--- src/hdl/emcal_pkg.sv ---
package emcal_pkg;
  // Register byte offsets on the AXI4-Lite slave
  localparam logic [7:0] ADDR_CTRL      = 8'h00;
  localparam logic [7:0] ADDR_STATUS    = 8'h04;
  localparam logic [7:0] ADDR_IRQ_STAT  = 8'h08;
  localparam logic [7:0] ADDR_IRQ_CLR   = 8'h0c;
  localparam logic [7:0] ADDR_IRQ_EN    = 8'h10;
  localparam logic [7:0] ADDR_TGT_I     = 8'h14;
  localparam logic [7:0] ADDR_TGT_V     = 8'h18;
  localparam logic [7:0] ADDR_TGT_P     = 8'h1c;
  localparam logic [7:0] ADDR_GAIN_I    = 8'h20;
  localparam logic [7:0] ADDR_GAIN_V    = 8'h24;
  localparam logic [7:0] ADDR_GAIN_P    = 8'h28;
  localparam logic [7:0] ADDR_RANGE     = 8'h2c;
  localparam logic [7:0] ADDR_PHASE     = 8'h30;
  localparam logic [7:0] ADDR_OFS_I     = 8'h34;
  localparam logic [7:0] ADDR_OFS_P     = 8'h38;
  localparam logic [7:0] ADDR_OFS_Q     = 8'h3c;
  localparam logic [7:0] ADDR_DC_TRIM   = 8'h40;
  localparam logic [7:0] ADDR_OUT_I     = 8'h44;
  // Control bit positions
  localparam int CTRL_START_BIT = 0;
  localparam int CTRL_DC_BIT    = 1;
  // Status / interrupt bit positions
  localparam int ST_BUSY_BIT    = 0;
  localparam int ST_ACK_BIT     = 1;
  localparam int ST_NAK_BIT     = 2;
  localparam int IRQ_W          = 2;
  // Gain acceptance window
  localparam logic [16:0] GAIN_MIN = 17'd25000;
  localparam logic [16:0] GAIN_MAX = 17'd65535;
  // Reset values
  localparam logic [15:0] GAIN_RST  = 16'h8000;
  localparam logic [4:0]  RANGE_RST = 5'h0c;
  // Divider length: quotient width in cycles
  localparam int DIV_STEPS = 48;
  // AXI response codes
  localparam logic [1:0] RESP_OKAY   = 2'b00;
  localparam logic [1:0] RESP_SLVERR = 2'b10;
endpackage : emcal_pkg

--- src/hdl/emcal_if.sv ---
`timescale 1ns/10ps
`default_nettype none
// Request/answer between sequencer and gain divider
interface emcal_if;
  logic        start;     // One-cycle start pulse
  logic [15:0] gain_old;  // Present gain
  logic [31:0] expect_v;  // Expected value
  logic [31:0] meas_v;    // Measured value
  logic        done;      // One-cycle result pulse
  logic [47:0] quot;      // gain_old*expect/meas
  modport master (output start, gain_old, expect_v, meas_v,
                  input done, quot);
  modport slave  (input start, gain_old, expect_v, meas_v,
                  output done, quot);
endinterface : emcal_if
`default_nettype wire

--- src/hdl/emcal_div.sv ---
`timescale 1ns/10ps
`default_nettype none
// Restoring divider: quot = gain_old*expect/meas, one bit per cycle
module emcal_div
  import emcal_pkg::*;
(
  input  wire logic clock,
  input  wire logic rst_n,
  emcal_if.slave    dv
);
  logic [47:0] num, next_num;      // Dividend shifting out
  logic [48:0] rem, next_rem;      // Partial remainder
  logic [47:0] q, next_q;          // Quotient bits
  logic [5:0]  cnt, next_cnt;      // Steps left
  logic        busy, next_busy;    // Division running
  logic        done, next_done;    // Result pulse
  logic [31:0] dvs, next_dvs;      // Latched divisor
  logic [48:0] trial;              // Shifted remainder

  // Next-state of one division step
  always_comb
  begin
    next_num  = num;
    next_rem  = rem;
    next_q    = q;
    next_cnt  = cnt;
    next_busy = busy;
    next_dvs  = dvs;
    next_done = 1'b0;
    trial     = {rem[47:0], num[47]};
    if (dv.start)
    begin
      // Product fits 48 bits: 16 x 32
      next_num  = 48'(dv.gain_old) * 48'(dv.expect_v);
      next_rem  = '0;
      next_q    = '0;
      next_dvs  = dv.meas_v;
      next_cnt  = 6'(DIV_STEPS);
      next_busy = 1'b1;
    end
    else if (busy)
    begin
      next_num = {num[46:0], 1'b0};
      // Zero divisor saturates quotient to all ones, so it fails range
      if (trial >= {17'h0, dvs})
      begin
        next_rem = trial - {17'h0, dvs};
        next_q   = {q[46:0], 1'b1};
      end
      else
      begin
        next_rem = trial;
        next_q   = {q[46:0], 1'b0};
      end
      next_cnt = cnt - 6'h01;
      if (cnt == 6'h01)
      begin
        next_busy = 1'b0;
        next_done = 1'b1;
      end
    end
  end

  // Divider registers
  always_ff @(posedge clock or negedge rst_n)
  begin
    if (!rst_n)
    begin
      num  <= '0;
      rem  <= '0;
      q    <= '0;
      cnt  <= '0;
      busy <= 1'b0;
      done <= 1'b0;
      dvs  <= '0;
    end
    else
    begin
      num  <= next_num;
      rem  <= next_rem;
      q    <= next_q;
      cnt  <= next_cnt;
      busy <= next_busy;
      done <= next_done;
      dvs  <= next_dvs;
    end
  end

  assign dv.done = done;
  assign dv.quot = q;
endmodule : emcal_div
`default_nettype wire

--- src/hdl/emcal_top.sv ---
// How it works
// Expected values come from target registers
// Gain command rewrites current, voltage, power gains
// New gain equals old times expected/measured
// ACK only if all gains in 25000..65535
// On NAK old gains stay unchanged
// Gain product right-shifted by range count
// Each range step halves the output
// Phase setting is signed low byte
// Host converts degrees at 40 units each
// Three AC offset registers exist
// DC mode bypasses both high-pass filters
// DC current trim added at ADC output
// Host may save constants after success
// Host calibrates offsets at no load
`timescale 1ns/10ps
`default_nettype none
module emcal_top
  import emcal_pkg::*;
(
  input  wire logic        clock,
  input  wire logic        rst_n,
  input  wire logic [7:0]  s_axi_awaddr,
  input  wire logic        s_axi_awvalid,
  output logic             s_axi_awready,
  input  wire logic [31:0] s_axi_wdata,
  input  wire logic [3:0]  s_axi_wstrb,
  input  wire logic        s_axi_wvalid,
  output logic             s_axi_wready,
  output logic [1:0]       s_axi_bresp,
  output logic             s_axi_bvalid,
  input  wire logic        s_axi_bready,
  input  wire logic [7:0]  s_axi_araddr,
  input  wire logic        s_axi_arvalid,
  output logic             s_axi_arready,
  output logic [31:0]      s_axi_rdata,
  output logic [1:0]       s_axi_rresp,
  output logic             s_axi_rvalid,
  input  wire logic        s_axi_rready,
  input  wire logic [23:0] adc_i,        // Current ADC sample
  input  wire logic [23:0] adc_v,        // Voltage ADC sample
  input  wire logic [31:0] meas_i,       // Measured current RMS
  input  wire logic [31:0] meas_v,       // Measured voltage RMS
  input  wire logic [31:0] meas_p,       // Measured active power
  input  wire logic [31:0] rms_raw_i,    // Pre-gain current RMS
  output logic [23:0]      adc_i_trim,   // Current after DC trim
  output logic [23:0]      adc_v_out,    // Voltage sample passed on
  output logic             hpf_bypass,   // High-pass filters off
  output logic signed [7:0] phase_comp,  // Signed phase step
  output logic             irq
);
  typedef enum logic [3:0] {
    EMCAL_IDLE = 4'b0001,
    EMCAL_RUN  = 4'b0010,
    EMCAL_WAIT = 4'b0100,
    EMCAL_DONE = 4'b1000
  } emcal_state_t;

  // Software-visible state
  logic [31:0] tgt [3];             // Targets I, V, P
  logic [15:0] gain [3];            // Gains I, V, P
  logic [31:0] ofs [3];             // AC offsets I, P, Q
  logic [4:0]  range_sh;            // Right-shift count
  logic [15:0] phase_reg;           // Phase register, low byte used
  logic [23:0] dc_current_trim;     // DC current offset
  logic        dc_mode;             // DC application mode
  logic [IRQ_W-1:0] irq_stat, irq_en;
  logic        last_ack, last_nak;  // Outcome of last command

  // Bus handshake state
  logic aw_hold, w_hold;            // Captured address / data
  logic [7:0]  aw_a;
  logic [31:0] w_d;
  logic [3:0]  w_s;
  logic        wr_go, rd_go;        // Accepted accesses

  // Sequencer state
  emcal_state_t st, next_st;
  logic [1:0]  idx, next_idx;       // Quantity under work
  logic [15:0] res [3];             // Candidate gains
  logic        all_ok, next_all_ok; // Every gain in window
  logic        cmd_start;           // Software start pulse
  emcal_if     dv ();

  emcal_div u_div (
    .clock (clock),
    .rst_n (rst_n),
    .dv    (dv)
  );

  assign s_axi_awready = !aw_hold && !s_axi_bvalid;
  assign s_axi_wready  = !w_hold && !s_axi_bvalid;
  assign s_axi_arready = !s_axi_rvalid;
  assign wr_go = (aw_hold || s_axi_awvalid) && (w_hold || s_axi_wvalid)
                 && !s_axi_bvalid;
  assign rd_go = s_axi_arvalid && s_axi_arready;
  assign cmd_start = wr_go && (aw_hold ? aw_a : s_axi_awaddr) == ADDR_CTRL
                     && (w_hold ? w_s[0] : s_axi_wstrb[0])
                     && (w_hold ? w_d[CTRL_START_BIT]
                                : s_axi_wdata[CTRL_START_BIT]);

  // Byte-lane merge helper
  function automatic logic [31:0] merge(input logic [31:0] o,
                                        input logic [31:0] n,
                                        input logic [3:0]  s);
    logic [31:0] r;
    r = o;
    for (int b = 0; b < 4; b++)
      if (s[b])
        r[8*b +: 8] = n[8*b +: 8];
    return r;
  endfunction : merge

  // Register write path, address/data taken in either order
  always_ff @(posedge clock or negedge rst_n)
  begin
    if (!rst_n)
    begin
      aw_hold <= 1'b0;
      w_hold  <= 1'b0;
      aw_a    <= '0;
      w_d     <= '0;
      w_s     <= '0;
      s_axi_bvalid <= 1'b0;
      s_axi_bresp  <= RESP_OKAY;
      tgt  <= '{default: '0};
      ofs  <= '{default: '0};
      gain <= '{default: GAIN_RST};
      range_sh  <= RANGE_RST;
      phase_reg <= '0;
      dc_current_trim <= '0;
      dc_mode   <= 1'b0;
      irq_en    <= '0;
      irq_stat  <= '0;
    end
    else
    begin : wr
      logic [7:0]  a;
      logic [31:0] d;
      logic [3:0]  s;
      logic [IRQ_W-1:0] clr;
      a   = aw_hold ? aw_a : s_axi_awaddr;
      d   = w_hold ? w_d : s_axi_wdata;
      s   = w_hold ? w_s : s_axi_wstrb;
      clr = '0;
      if (s_axi_awvalid && s_axi_awready && !wr_go)
      begin
        aw_hold <= 1'b1;
        aw_a    <= s_axi_awaddr;
      end
      if (s_axi_wvalid && s_axi_wready && !wr_go)
      begin
        w_hold <= 1'b1;
        w_d    <= s_axi_wdata;
        w_s    <= s_axi_wstrb;
      end
      if (s_axi_bvalid && s_axi_bready)
        s_axi_bvalid <= 1'b0;
      if (wr_go)
      begin
        aw_hold <= 1'b0;
        w_hold  <= 1'b0;
        s_axi_bvalid <= 1'b1;
        s_axi_bresp  <= RESP_OKAY;
        unique case (a)
          ADDR_CTRL:    dc_mode <= s[0] ? d[CTRL_DC_BIT] : dc_mode;
          ADDR_IRQ_CLR: clr = d[IRQ_W-1:0] & {IRQ_W{s[0]}};
          ADDR_IRQ_EN:  irq_en <= s[0] ? d[IRQ_W-1:0] : irq_en;
          ADDR_TGT_I:   tgt[0] <= merge(tgt[0], d, s);
          ADDR_TGT_V:   tgt[1] <= merge(tgt[1], d, s);
          ADDR_TGT_P:   tgt[2] <= merge(tgt[2], d, s);
          ADDR_GAIN_I:  gain[0] <= 16'(merge({16'h0, gain[0]}, d, s));
          ADDR_GAIN_V:  gain[1] <= 16'(merge({16'h0, gain[1]}, d, s));
          ADDR_GAIN_P:  gain[2] <= 16'(merge({16'h0, gain[2]}, d, s));
          ADDR_RANGE:   range_sh <= s[0] ? d[4:0] : range_sh;
          ADDR_PHASE:   phase_reg <= 16'(merge({16'h0, phase_reg}, d, s));
          ADDR_OFS_I:   ofs[0] <= merge(ofs[0], d, s);
          ADDR_OFS_P:   ofs[1] <= merge(ofs[1], d, s);
          ADDR_OFS_Q:   ofs[2] <= merge(ofs[2], d, s);
          ADDR_DC_TRIM: dc_current_trim <= 24'(merge({8'h0,
                                   dc_current_trim}, d, s));
          ADDR_STATUS, ADDR_IRQ_STAT, ADDR_OUT_I: ;
          default:      s_axi_bresp <= RESP_SLVERR;
        endcase
      end
      // Commit only on success, a failed run keeps old gains
      if (st == EMCAL_DONE && all_ok)
        for (int k = 0; k < 3; k++)
          gain[k] <= res[k];
      // Set beats clear in the same cycle
      irq_stat <= (irq_stat & ~clr)
                  | ({IRQ_W{st == EMCAL_DONE}} & {!all_ok, all_ok});
    end
  end

  // Sequencer next state: three divisions, each quotient range checked
  always_comb
  begin
    next_st     = st;
    next_idx    = idx;
    next_all_ok = all_ok;
    dv.start    = 1'b0;
    dv.gain_old = gain[idx];
    dv.expect_v = tgt[idx];
    dv.meas_v   = idx == 2'd0 ? meas_i : idx == 2'd1 ? meas_v : meas_p;
    unique case (st)
      EMCAL_IDLE:
        if (cmd_start)
        begin
          next_st     = EMCAL_RUN;
          next_idx    = '0;
          next_all_ok = 1'b1;
        end
      EMCAL_RUN:
      begin
        dv.start = 1'b1;
        next_st  = EMCAL_WAIT;
      end
      EMCAL_WAIT:
        if (dv.done)
        begin
          // Inclusive window on the full-width quotient
          if (dv.quot < 48'(GAIN_MIN) || dv.quot > 48'(GAIN_MAX))
            next_all_ok = 1'b0;
          next_idx = idx + 2'd1;
          next_st  = idx == 2'd2 ? EMCAL_DONE : EMCAL_RUN;
        end
      EMCAL_DONE:
        next_st = EMCAL_IDLE;
    endcase
  end

  // Sequencer registers
  always_ff @(posedge clock or negedge rst_n)
  begin
    if (!rst_n)
    begin
      st       <= EMCAL_IDLE;
      idx      <= '0;
      all_ok   <= 1'b0;
      res      <= '{default: '0};
      last_ack <= 1'b0;
      last_nak <= 1'b0;
    end
    else
    begin
      st     <= next_st;
      idx    <= next_idx;
      all_ok <= next_all_ok;
      if (st == EMCAL_WAIT && dv.done)
        res[idx] <= dv.quot[15:0];
      if (st == EMCAL_DONE)
      begin
        last_ack <= all_ok;
        last_nak <= !all_ok;
      end
    end
  end

  // Read path, data registered
  always_ff @(posedge clock or negedge rst_n)
  begin
    if (!rst_n)
    begin
      s_axi_rvalid <= 1'b0;
      s_axi_rdata  <= '0;
      s_axi_rresp  <= RESP_OKAY;
    end
    else if (rd_go)
    begin
      s_axi_rvalid <= 1'b1;
      s_axi_rresp  <= RESP_OKAY;
      unique case (s_axi_araddr)
        ADDR_CTRL:     s_axi_rdata <= {30'h0, dc_mode, 1'b0};
        ADDR_STATUS:   s_axi_rdata <= {29'h0, last_nak, last_ack,
                                       st != EMCAL_IDLE};
        ADDR_IRQ_STAT: s_axi_rdata <= {30'h0, irq_stat};
        ADDR_IRQ_CLR:  s_axi_rdata <= '0;
        ADDR_IRQ_EN:   s_axi_rdata <= {30'h0, irq_en};
        ADDR_TGT_I:    s_axi_rdata <= tgt[0];
        ADDR_TGT_V:    s_axi_rdata <= tgt[1];
        ADDR_TGT_P:    s_axi_rdata <= tgt[2];
        ADDR_GAIN_I:   s_axi_rdata <= {16'h0, gain[0]};
        ADDR_GAIN_V:   s_axi_rdata <= {16'h0, gain[1]};
        ADDR_GAIN_P:   s_axi_rdata <= {16'h0, gain[2]};
        ADDR_RANGE:    s_axi_rdata <= {27'h0, range_sh};
        ADDR_PHASE:    s_axi_rdata <= {16'h0, phase_reg};
        ADDR_OFS_I:    s_axi_rdata <= ofs[0];
        ADDR_OFS_P:    s_axi_rdata <= ofs[1];
        ADDR_OFS_Q:    s_axi_rdata <= ofs[2];
        ADDR_DC_TRIM:  s_axi_rdata <= {8'h0, dc_current_trim};
        // Scaled current: product shifted right by range
        ADDR_OUT_I:    s_axi_rdata <= 32'(({16'h0, rms_raw_i} * gain[0])
                                         >> range_sh);
        default:
        begin
          s_axi_rdata <= '0;
          s_axi_rresp <= RESP_SLVERR;
        end
      endcase
    end
    else if (s_axi_rready)
      s_axi_rvalid <= 1'b0;
  end

  // Sample path: trim ahead of every other stage
  always_ff @(posedge clock or negedge rst_n)
  begin
    if (!rst_n)
    begin
      adc_i_trim <= '0;
      adc_v_out  <= '0;
      hpf_bypass <= 1'b0;
      phase_comp <= '0;
      irq        <= 1'b0;
    end
    else
    begin
      adc_i_trim <= adc_i + dc_current_trim;
      adc_v_out  <= adc_v;
      hpf_bypass <= dc_mode;
      phase_comp <= signed'(phase_reg[7:0]);
      irq        <= |(irq_stat & irq_en);
    end
  end

  chk_nak_keeps_gain: assert property (@(posedge clock) disable iff (!rst_n)
    st == EMCAL_DONE && !all_ok |=> gain[0] == $past(gain[0])
      || $past(wr_go)) else $error("gain changed on failure");
  chk_ack_window: assert property (@(posedge clock) disable iff (!rst_n)
    st == EMCAL_DONE && all_ok |=> gain[0] >= 16'(GAIN_MIN)
      || $past(wr_go)) else $error("accepted gain below limit");
  chk_trim_adds: assert property (@(posedge clock) disable iff (!rst_n)
    1'b1 |=> adc_i_trim == $past(adc_i) + $past(dc_current_trim))
    else $error("dc trim not applied");
  chk_hpf_follow: assert property (@(posedge clock) disable iff (!rst_n)
    1'b1 |=> hpf_bypass == $past(dc_mode))
    else $error("bypass mismatch");
  chk_phase_sign: assert property (@(posedge clock) disable iff (!rst_n)
    1'b1 |=> phase_comp[7] == $past(phase_reg[7]))
    else $error("phase sign lost");
  chk_cmd_ends: assert property (@(posedge clock) disable iff (!rst_n)
    st == EMCAL_RUN && idx == 2'd0 |-> ##[1:160] st == EMCAL_DONE)
    else $error("gain command hangs");
  chk_ack_nak_one: assert property (@(posedge clock) disable iff (!rst_n)
    !(last_ack && last_nak)) else $error("ack and nak together");
  chk_res_ratio: assert property (@(posedge clock) disable iff (!rst_n)
    st == EMCAL_WAIT && dv.done && dv.meas_v != 0 |->
      dv.quot * dv.meas_v <= 80'(dv.gain_old) * dv.expect_v)
    else $error("quotient too large");
  cov_ack: cover property (@(posedge clock) st == EMCAL_DONE && all_ok);
  cov_nak: cover property (@(posedge clock) st == EMCAL_DONE && !all_ok);
  cov_irq: cover property (@(posedge clock) irq);
endmodule : emcal_top
`default_nettype wire

--- config.mk ---
export PLATFORM = sky130hd
export DESIGN_NAME = emcal_top
export DESIGN_NICKNAME = d
export VERILOG_FILES = /design/src/hdl/emcal_pkg.sv /design/src/hdl/emcal_if.sv /design/src/hdl/emcal_div.sv /design/src/hdl/emcal_top.sv
export SDC_FILE = /design/constraint.sdc
export NUM_CORES = 2
export LEC_CHECK = 0
export ABC_AREA = 0
export BUFFER_PORTS_ARGS = -buffer_cell sky130_fd_sc_hd__buf_2
export CAP_MARGIN = 10
export CELL_PAD_IN_SITES_DETAIL_PLACEMENT = 0
export CELL_PAD_IN_SITES_GLOBAL_PLACEMENT = 1
export CORE_MARGIN = 2
export CORE_UTILIZATION = 50
export DETAILED_ROUTE_END_ITERATION = 16
export PLACE_DENSITY_LB_ADDON = 0.1
export SLEW_MARGIN = 20
export SYNTH_ARGS = -nofsm -noshare
export SYNTH_HDL_FRONTEND = slang
export SYNTH_SLANG_ARGS = --single-unit
--- constraint.sdc ---
create_clock -name clock -period 22.1 [get_ports clock]
set_clock_uncertainty 0.2 [all_clocks]
set_input_delay 4.42 -clock clock [delete_from_list [all_inputs] [get_ports clock]]
set_output_delay 4.42 -clock clock [all_outputs]
set_load 0.02 [all_outputs]
[Word-level counts from Yosys, hierarchy flattened]
Cells that the tools add are included.
Cells by class
  muxes and demuxes: 64
  $lt $le $gt $ge: 5
  $add $sub $neg: 4
  equal/unequal tests: 45
  reductions and logical operators: 84
  bitwise operators: 7
  shift-type cells: 1
  $mul: 2
Operators with widths (number)
  32-bit case mux with 17 select lines: 1
  48-bit 2-to-1 mux: 9
  32-bit 2-to-1 mux: 5
  8-bit by 6-bit equality test with 1-bit output, second input constant: 16
  3-bit AND reduction: 39
  16-bit 2-to-1 mux: 6
  32-bit binary-select mux with 2-bit select: 1
  8-bit by 5-bit equality test with 1-bit output, second input constant: 8
  49-bit by 32-bit >= comparator with 1-bit output: 1
  48-bit bitwise mux: 1
  48-bit by 16-bit greater-than comparator with 1-bit output, second input constant: 1
  48-bit by 15-bit less-than comparator with 1-bit output, second input constant: 1
  16-bit by 32-bit multiplier with 48-bit output: 1
  32-bit by 16-bit multiplier with 48-bit output: 1
  48-bit by 5-bit right shift with 32-bit output: 1
  48-bit by 32-bit subtractor with 48-bit output: 1
  18-bit OR reduction: 2
  16-bit binary-select mux with 2-bit select: 1
  16-bit demux with 2-bit select: 1
  8-bit by 4-bit equality test with 1-bit output, second input constant: 4
  8-bit by 7-bit equality test with 1-bit output, second input constant: 4
  24-bit adder: 1
  8-bit 2-to-1 mux: 3
  2-bit nonzero test: 12
  other kinds (34): 91
Word-level totals
  register bits: 673
  word-level logic and storage cells: 281
  output and inout port bits: 99
  input port bits: 235

[Longest topological paths before layout]
  depth after elaboration: 8
  mapped depth: 33
  mapped depth without buffers: 30

[Hierarchy]
Synthesis repeated with hierarchy kept, for this count alone.
Second synthesis, totals
  cell total of the unflattened synthesis: 7717
  area, all modules: 69085.0 sq um
Modules (own cells, without submodules)
  emcal_top: area an instance 42464.5 sq um, times used 1, sequential area each 12194.2 sq um, cells an instance 4698
  emcal_div: area an instance 26620.5 sq um, times used 1, sequential area each 4604.4 sq um, cells an instance 3019

[Worst setup path before layout]
Ideal clock, no wire load.
  path type: input-to-reg
  start point: input port rms_raw_i[20]
  end point: register s_axi_rdata[14]
  cell stages on the path: 24
  setup time: 0.123 ns
  buffers on the path: 2
  slack: 10.481 ns
  data required time: 21.777 ns
  arrival: 11.296 ns
  cells stage by stage: clkbuf_1 nand2_1 fa_1 fa_1 fa_1 inv_1 fa_1 fa_1 inv_1 fa_1 inv_1 ha_1 buf_2 nand4_1 or4_4 or4_4 o2111a_2 o31ai_2 mux2_2 a31oi_4 mux2i_2 mux4_2 o211a_1 o221a_1
On the way
  longest elaborated chain between the ends: 3
Ends and longest elaborated chain
  start: declaration: line emcal_top.sv:45  | input wire logic [31:0] rms_raw_i,
  32-bit by 16-bit multiplier with 48-bit output: line emcal_top.sv:293  | ADDR_OUT_I: s_axi_rdata <= 32'(({16'h0, rms_raw_i} * gain[0])
  48-bit by 5-bit right shift with 32-bit output: line emcal_top.sv:293
  32-bit case mux with 17 select lines: line emcal_top.sv:273  | unique case (s_axi_araddr)
  end signal: assignment: line emcal_top.sv:274  | ADDR_CTRL: s_axi_rdata <= {30'h0, dc_mode, 1'b0};
  end signal: assignment: line emcal_top.sv:275  | ADDR_STATUS: s_axi_rdata <= {29'h0, last_nak, last_ack,
  end signal: assignment: line emcal_top.sv:293
  end: declaration: line emcal_top.sv:36  | output logic [31:0] s_axi_rdata,
Every way passes these cells.
A chain may end at the register's enable or synchronous reset.

[Worst setup path after layout]
  start point: input port rms_raw_i[5]
  end point: register s_axi_rdata[14]
The elaborated chain is that of the path after synthesis.

==> metrics <==
status=finished clean; top cell family by delay on the critical path=adder cells; LEAKAGE=34.45 nW; Hold Vio Cnt, Final=0; Fin Hold WS=approximately 0.28 ns; first-pass GRT wire length=~330 mm; Post-synth EDFFs=0; final std cells w/o fill=9330; minimum clock period=11.67 ns; worst r2r path cells=28; Peak VDD IR=97.06 µV; syn avg cell area=around 9.1 µm²; CTS clk-pin slew, worst paths=about 0.06 ns; WL final=207.8 mm; Synth area leaders=fa_1 25%, dfrtp_1 25%, nand2_1 5.7%; Initial Util=0.5030; worst flop-to-flop path endpoint=u_div.num[47]$_DFFE_PN0P_; Critical Path Stages=25; Root Buffer=clkbuf_16; Slowest cell on crit path=mux4_2; vias per cell=between 5 and 6; Critical Path Source=rms_raw_i[5]; pin count of the biggest net entering global routing=about 230; slowest cell delay on critical path=0.55 ns; ratio of final minimum period to clock period=0.5279; sum of buffers and inverters on the critical path=5; First-pass DRT Iterations=9; Startpoint Class=input pin; row count=134; Yosys reg bits=671; Critical Path RT=~22 ns; Post-Place Worst Slack=just under 10 ns; sum of negative setup slack=0 ns; initial antenna violation count=12; FF-to-FF setup slack=between 10 and 15 ns; Die ar.=0.1369 mm²; core area=0.1331 mm²; CTS Hold Bufs=0; DR iter-0 viols=between 4000 and 5000; Overflow after GRT=0; largest registers=ofs (96), tgt (96); Residual DRC=0; vias in the first global route=54710; Design Area, Final=0.07330 mm²; pins over their slew limit=0; fmax=85.71 MHz; routed len/inst=22.27 µm; CTS Buffer Depth=3; Clock Latency Late Sink=roughly 0.70 ns; CTS tree=built; crit path DAT=12.03 ns; total CTS buffers=about 80; post-detail-place hpwl=156.3 mm; Final Power=5.637 mW; clk sink count=671; Resized Gates After CTS=0; synth warn=0; DP Area=0.07042 mm²; routability cong.=0.9527; Max H-tree Level=3; Crit path top cell by count=fa_1; Synth async-reset ratio=1.000; area grow syn2layout=9.478%; R2R Path Start=idx[1]$_DFFE_PN0P_; Rel. slew slack=0.1273; gr usage total=0.3089; Netlist cell types=100; Pwr per Cell Area=76.91 mW/mm²; cell count after placement=9179; I/O pins=334; number of port buffers=331; Final WS setup=roughly 10 ns; Die Y=369.9 µm; layout cells sized above 1=0.1091; Worst setup endpoint=s_axi_rdata[14]$_DFFE_PN0P_; crit path max fanout=16; Worst Path Class, Setup=in -> reg; Final #Nets=8865; Synth Cell Area=between 0.06 and 0.07 mm²; Hold WC Path Type=reg -> reg; Post CTS Setup Buffer Count=0; RSZ-0062 raised after global routing=no; max_cap viols=0; Synth top area share=0.2506; Seq/Total Area, Yosys=0.2509; Setup violations, final=0; Mapped Cells=7378; Final ANT Viol Nets=0; Primary FF master, synth=dfrtp_1; Final Util=0.5506; area leader, netlist=fa_1; vias=~54000; die span in x=369.9 µm; pin slew with the least headroom to its limit=1.306 ns; CP Capture Type=flop
-- worst reg2reg max path: cells and delay by family, from the launching register on --
family | cells | cell delay [ns]
AO/OA/AOI/OAI | 9 | 3.44
adder cells (fa/ha/maj) | 7 | 3.44
AND/OR/NAND/NOR | 5 | 1.22
buffers and inverters | 6 | 0.98
flip-flops | 1 | 0.88
multiplexers | 1 | 0.43
-- worst min path at each step --
stage,cells after the start,startpoint,slack (ns),end
after CTS,2,phase_reg[14]$_DFFE_PN0P_,0.29,phase_reg[14]$_DFFE_PN0P_
final,2,ofs[31]$_DFFE_PN0P_,0.28,ofs[31]$_DFFE_PN0P_
after global routing,1,res[17]$_DFFE_PN0P_,0.31,res[17]$_DFFE_PN0P_
after floorplan,0,dc_mode$_DFFE_PN0P_,0.17,hpf_bypass$_DFF_PN0_
after detailed placement,2,ofs[26]$_DFFE_PN0P_,0.27,ofs[26]$_DFFE_PN0P_
after global placement,2,s_axi_bresp[1]$_DFFE_PN0P_,0.25,s_axi_bresp[1]$_DFFE_PN0P_
-- cells in the mapped netlist (10+ instances only) --
cell type and count:
fa_1 838, buf_1 35, nand3b_1 12, o22ai_1 10, nand3_1 61, nor2b_1 24
o21bai_1 14, nand2b_1 24, a221oi_1 25, o211ai_1 24, nor4_1 26, nand4_1 46
a221o_1 14, clkbuf_1 376, o21ai_0 339, mux4_2 19, dfrtp_1 665, mux2_2 111
nand2_1 1009, and2_1 348, mux2i_1 280, a21oi_1 449, o31ai_1 12, a31oi_1 38
xor2_1 48, and3_1 22, o21a_1 41, a211oi_1 65, a222oi_1 28, ha_1 300
or3_1 30, nor3_1 52, xnor2_1 105, or2_2 15, inv_1 898, o21ai_1 48
a21o_1 72, nor2_1 614, a211o_1 11, a22oi_1 73
-- layer usage --
layer	track usage	wire length, µm	vias up
li1	-	-	24330
met1	0.4423	90900	27340
met2	0.4841	94470	1905
met3	0.04751	15290	326
met4	0.09600	7060	14
met5	0	99	-
-- cell type report --
cell class / count / area [µm²]
well taps: 1768 / 2212
diodes: 6 / 15.01
clock inverters: 45 / 671.9
inverters: 903 / 3390
fillers: 12500 / 59820
flip-flops and latches: 671 / 16810
clock buffers: 100 / 2166
repair buffers: 454 / 2628
multi-input cells: 5383 / 45410
-- power breakdown --
part           internal [mW]  switching (mW)  total (mW)
Clock                  0.845           0.580        1.43
Sequential              1.39           0.134        1.52
Combinational          0.970            1.72        2.69
-- cells by family (layout without fill, tap and decap cells) --
family          Yosys count  in the layout  synth area share
simple gates           2325           2325            0.1562
compound gates         1353           1353            0.1243
buf+inv                1325           1502           0.07465
fa+ha+maj              1138           1138            0.3066
flops                   671            671            0.2509
mux                     412            412           0.06729
xor+xnor                153            153           0.02001
other cells               1              8        0.00005601
-- layout by cell type (no fill, tap or decap), drive strengths merged, types with 29 or more instances in the layout --
cell type,n
nor2,614
or3,31
nand3,61
and2,348
o21ai,388
o21a,41
nand4,46
nand2,1009
ha,300
dfrtp,665
fa,838
nor3,52
a22oi,73
inv,905
a21o,72
clkbuf,100
nor4,29
buf,454
mux2i,281
a31oi,39
xnor2,105
a211oi,66
mux2,112
xor2,48
a21oi,449
No activity file was read; power rests on OpenSTA's default activity.
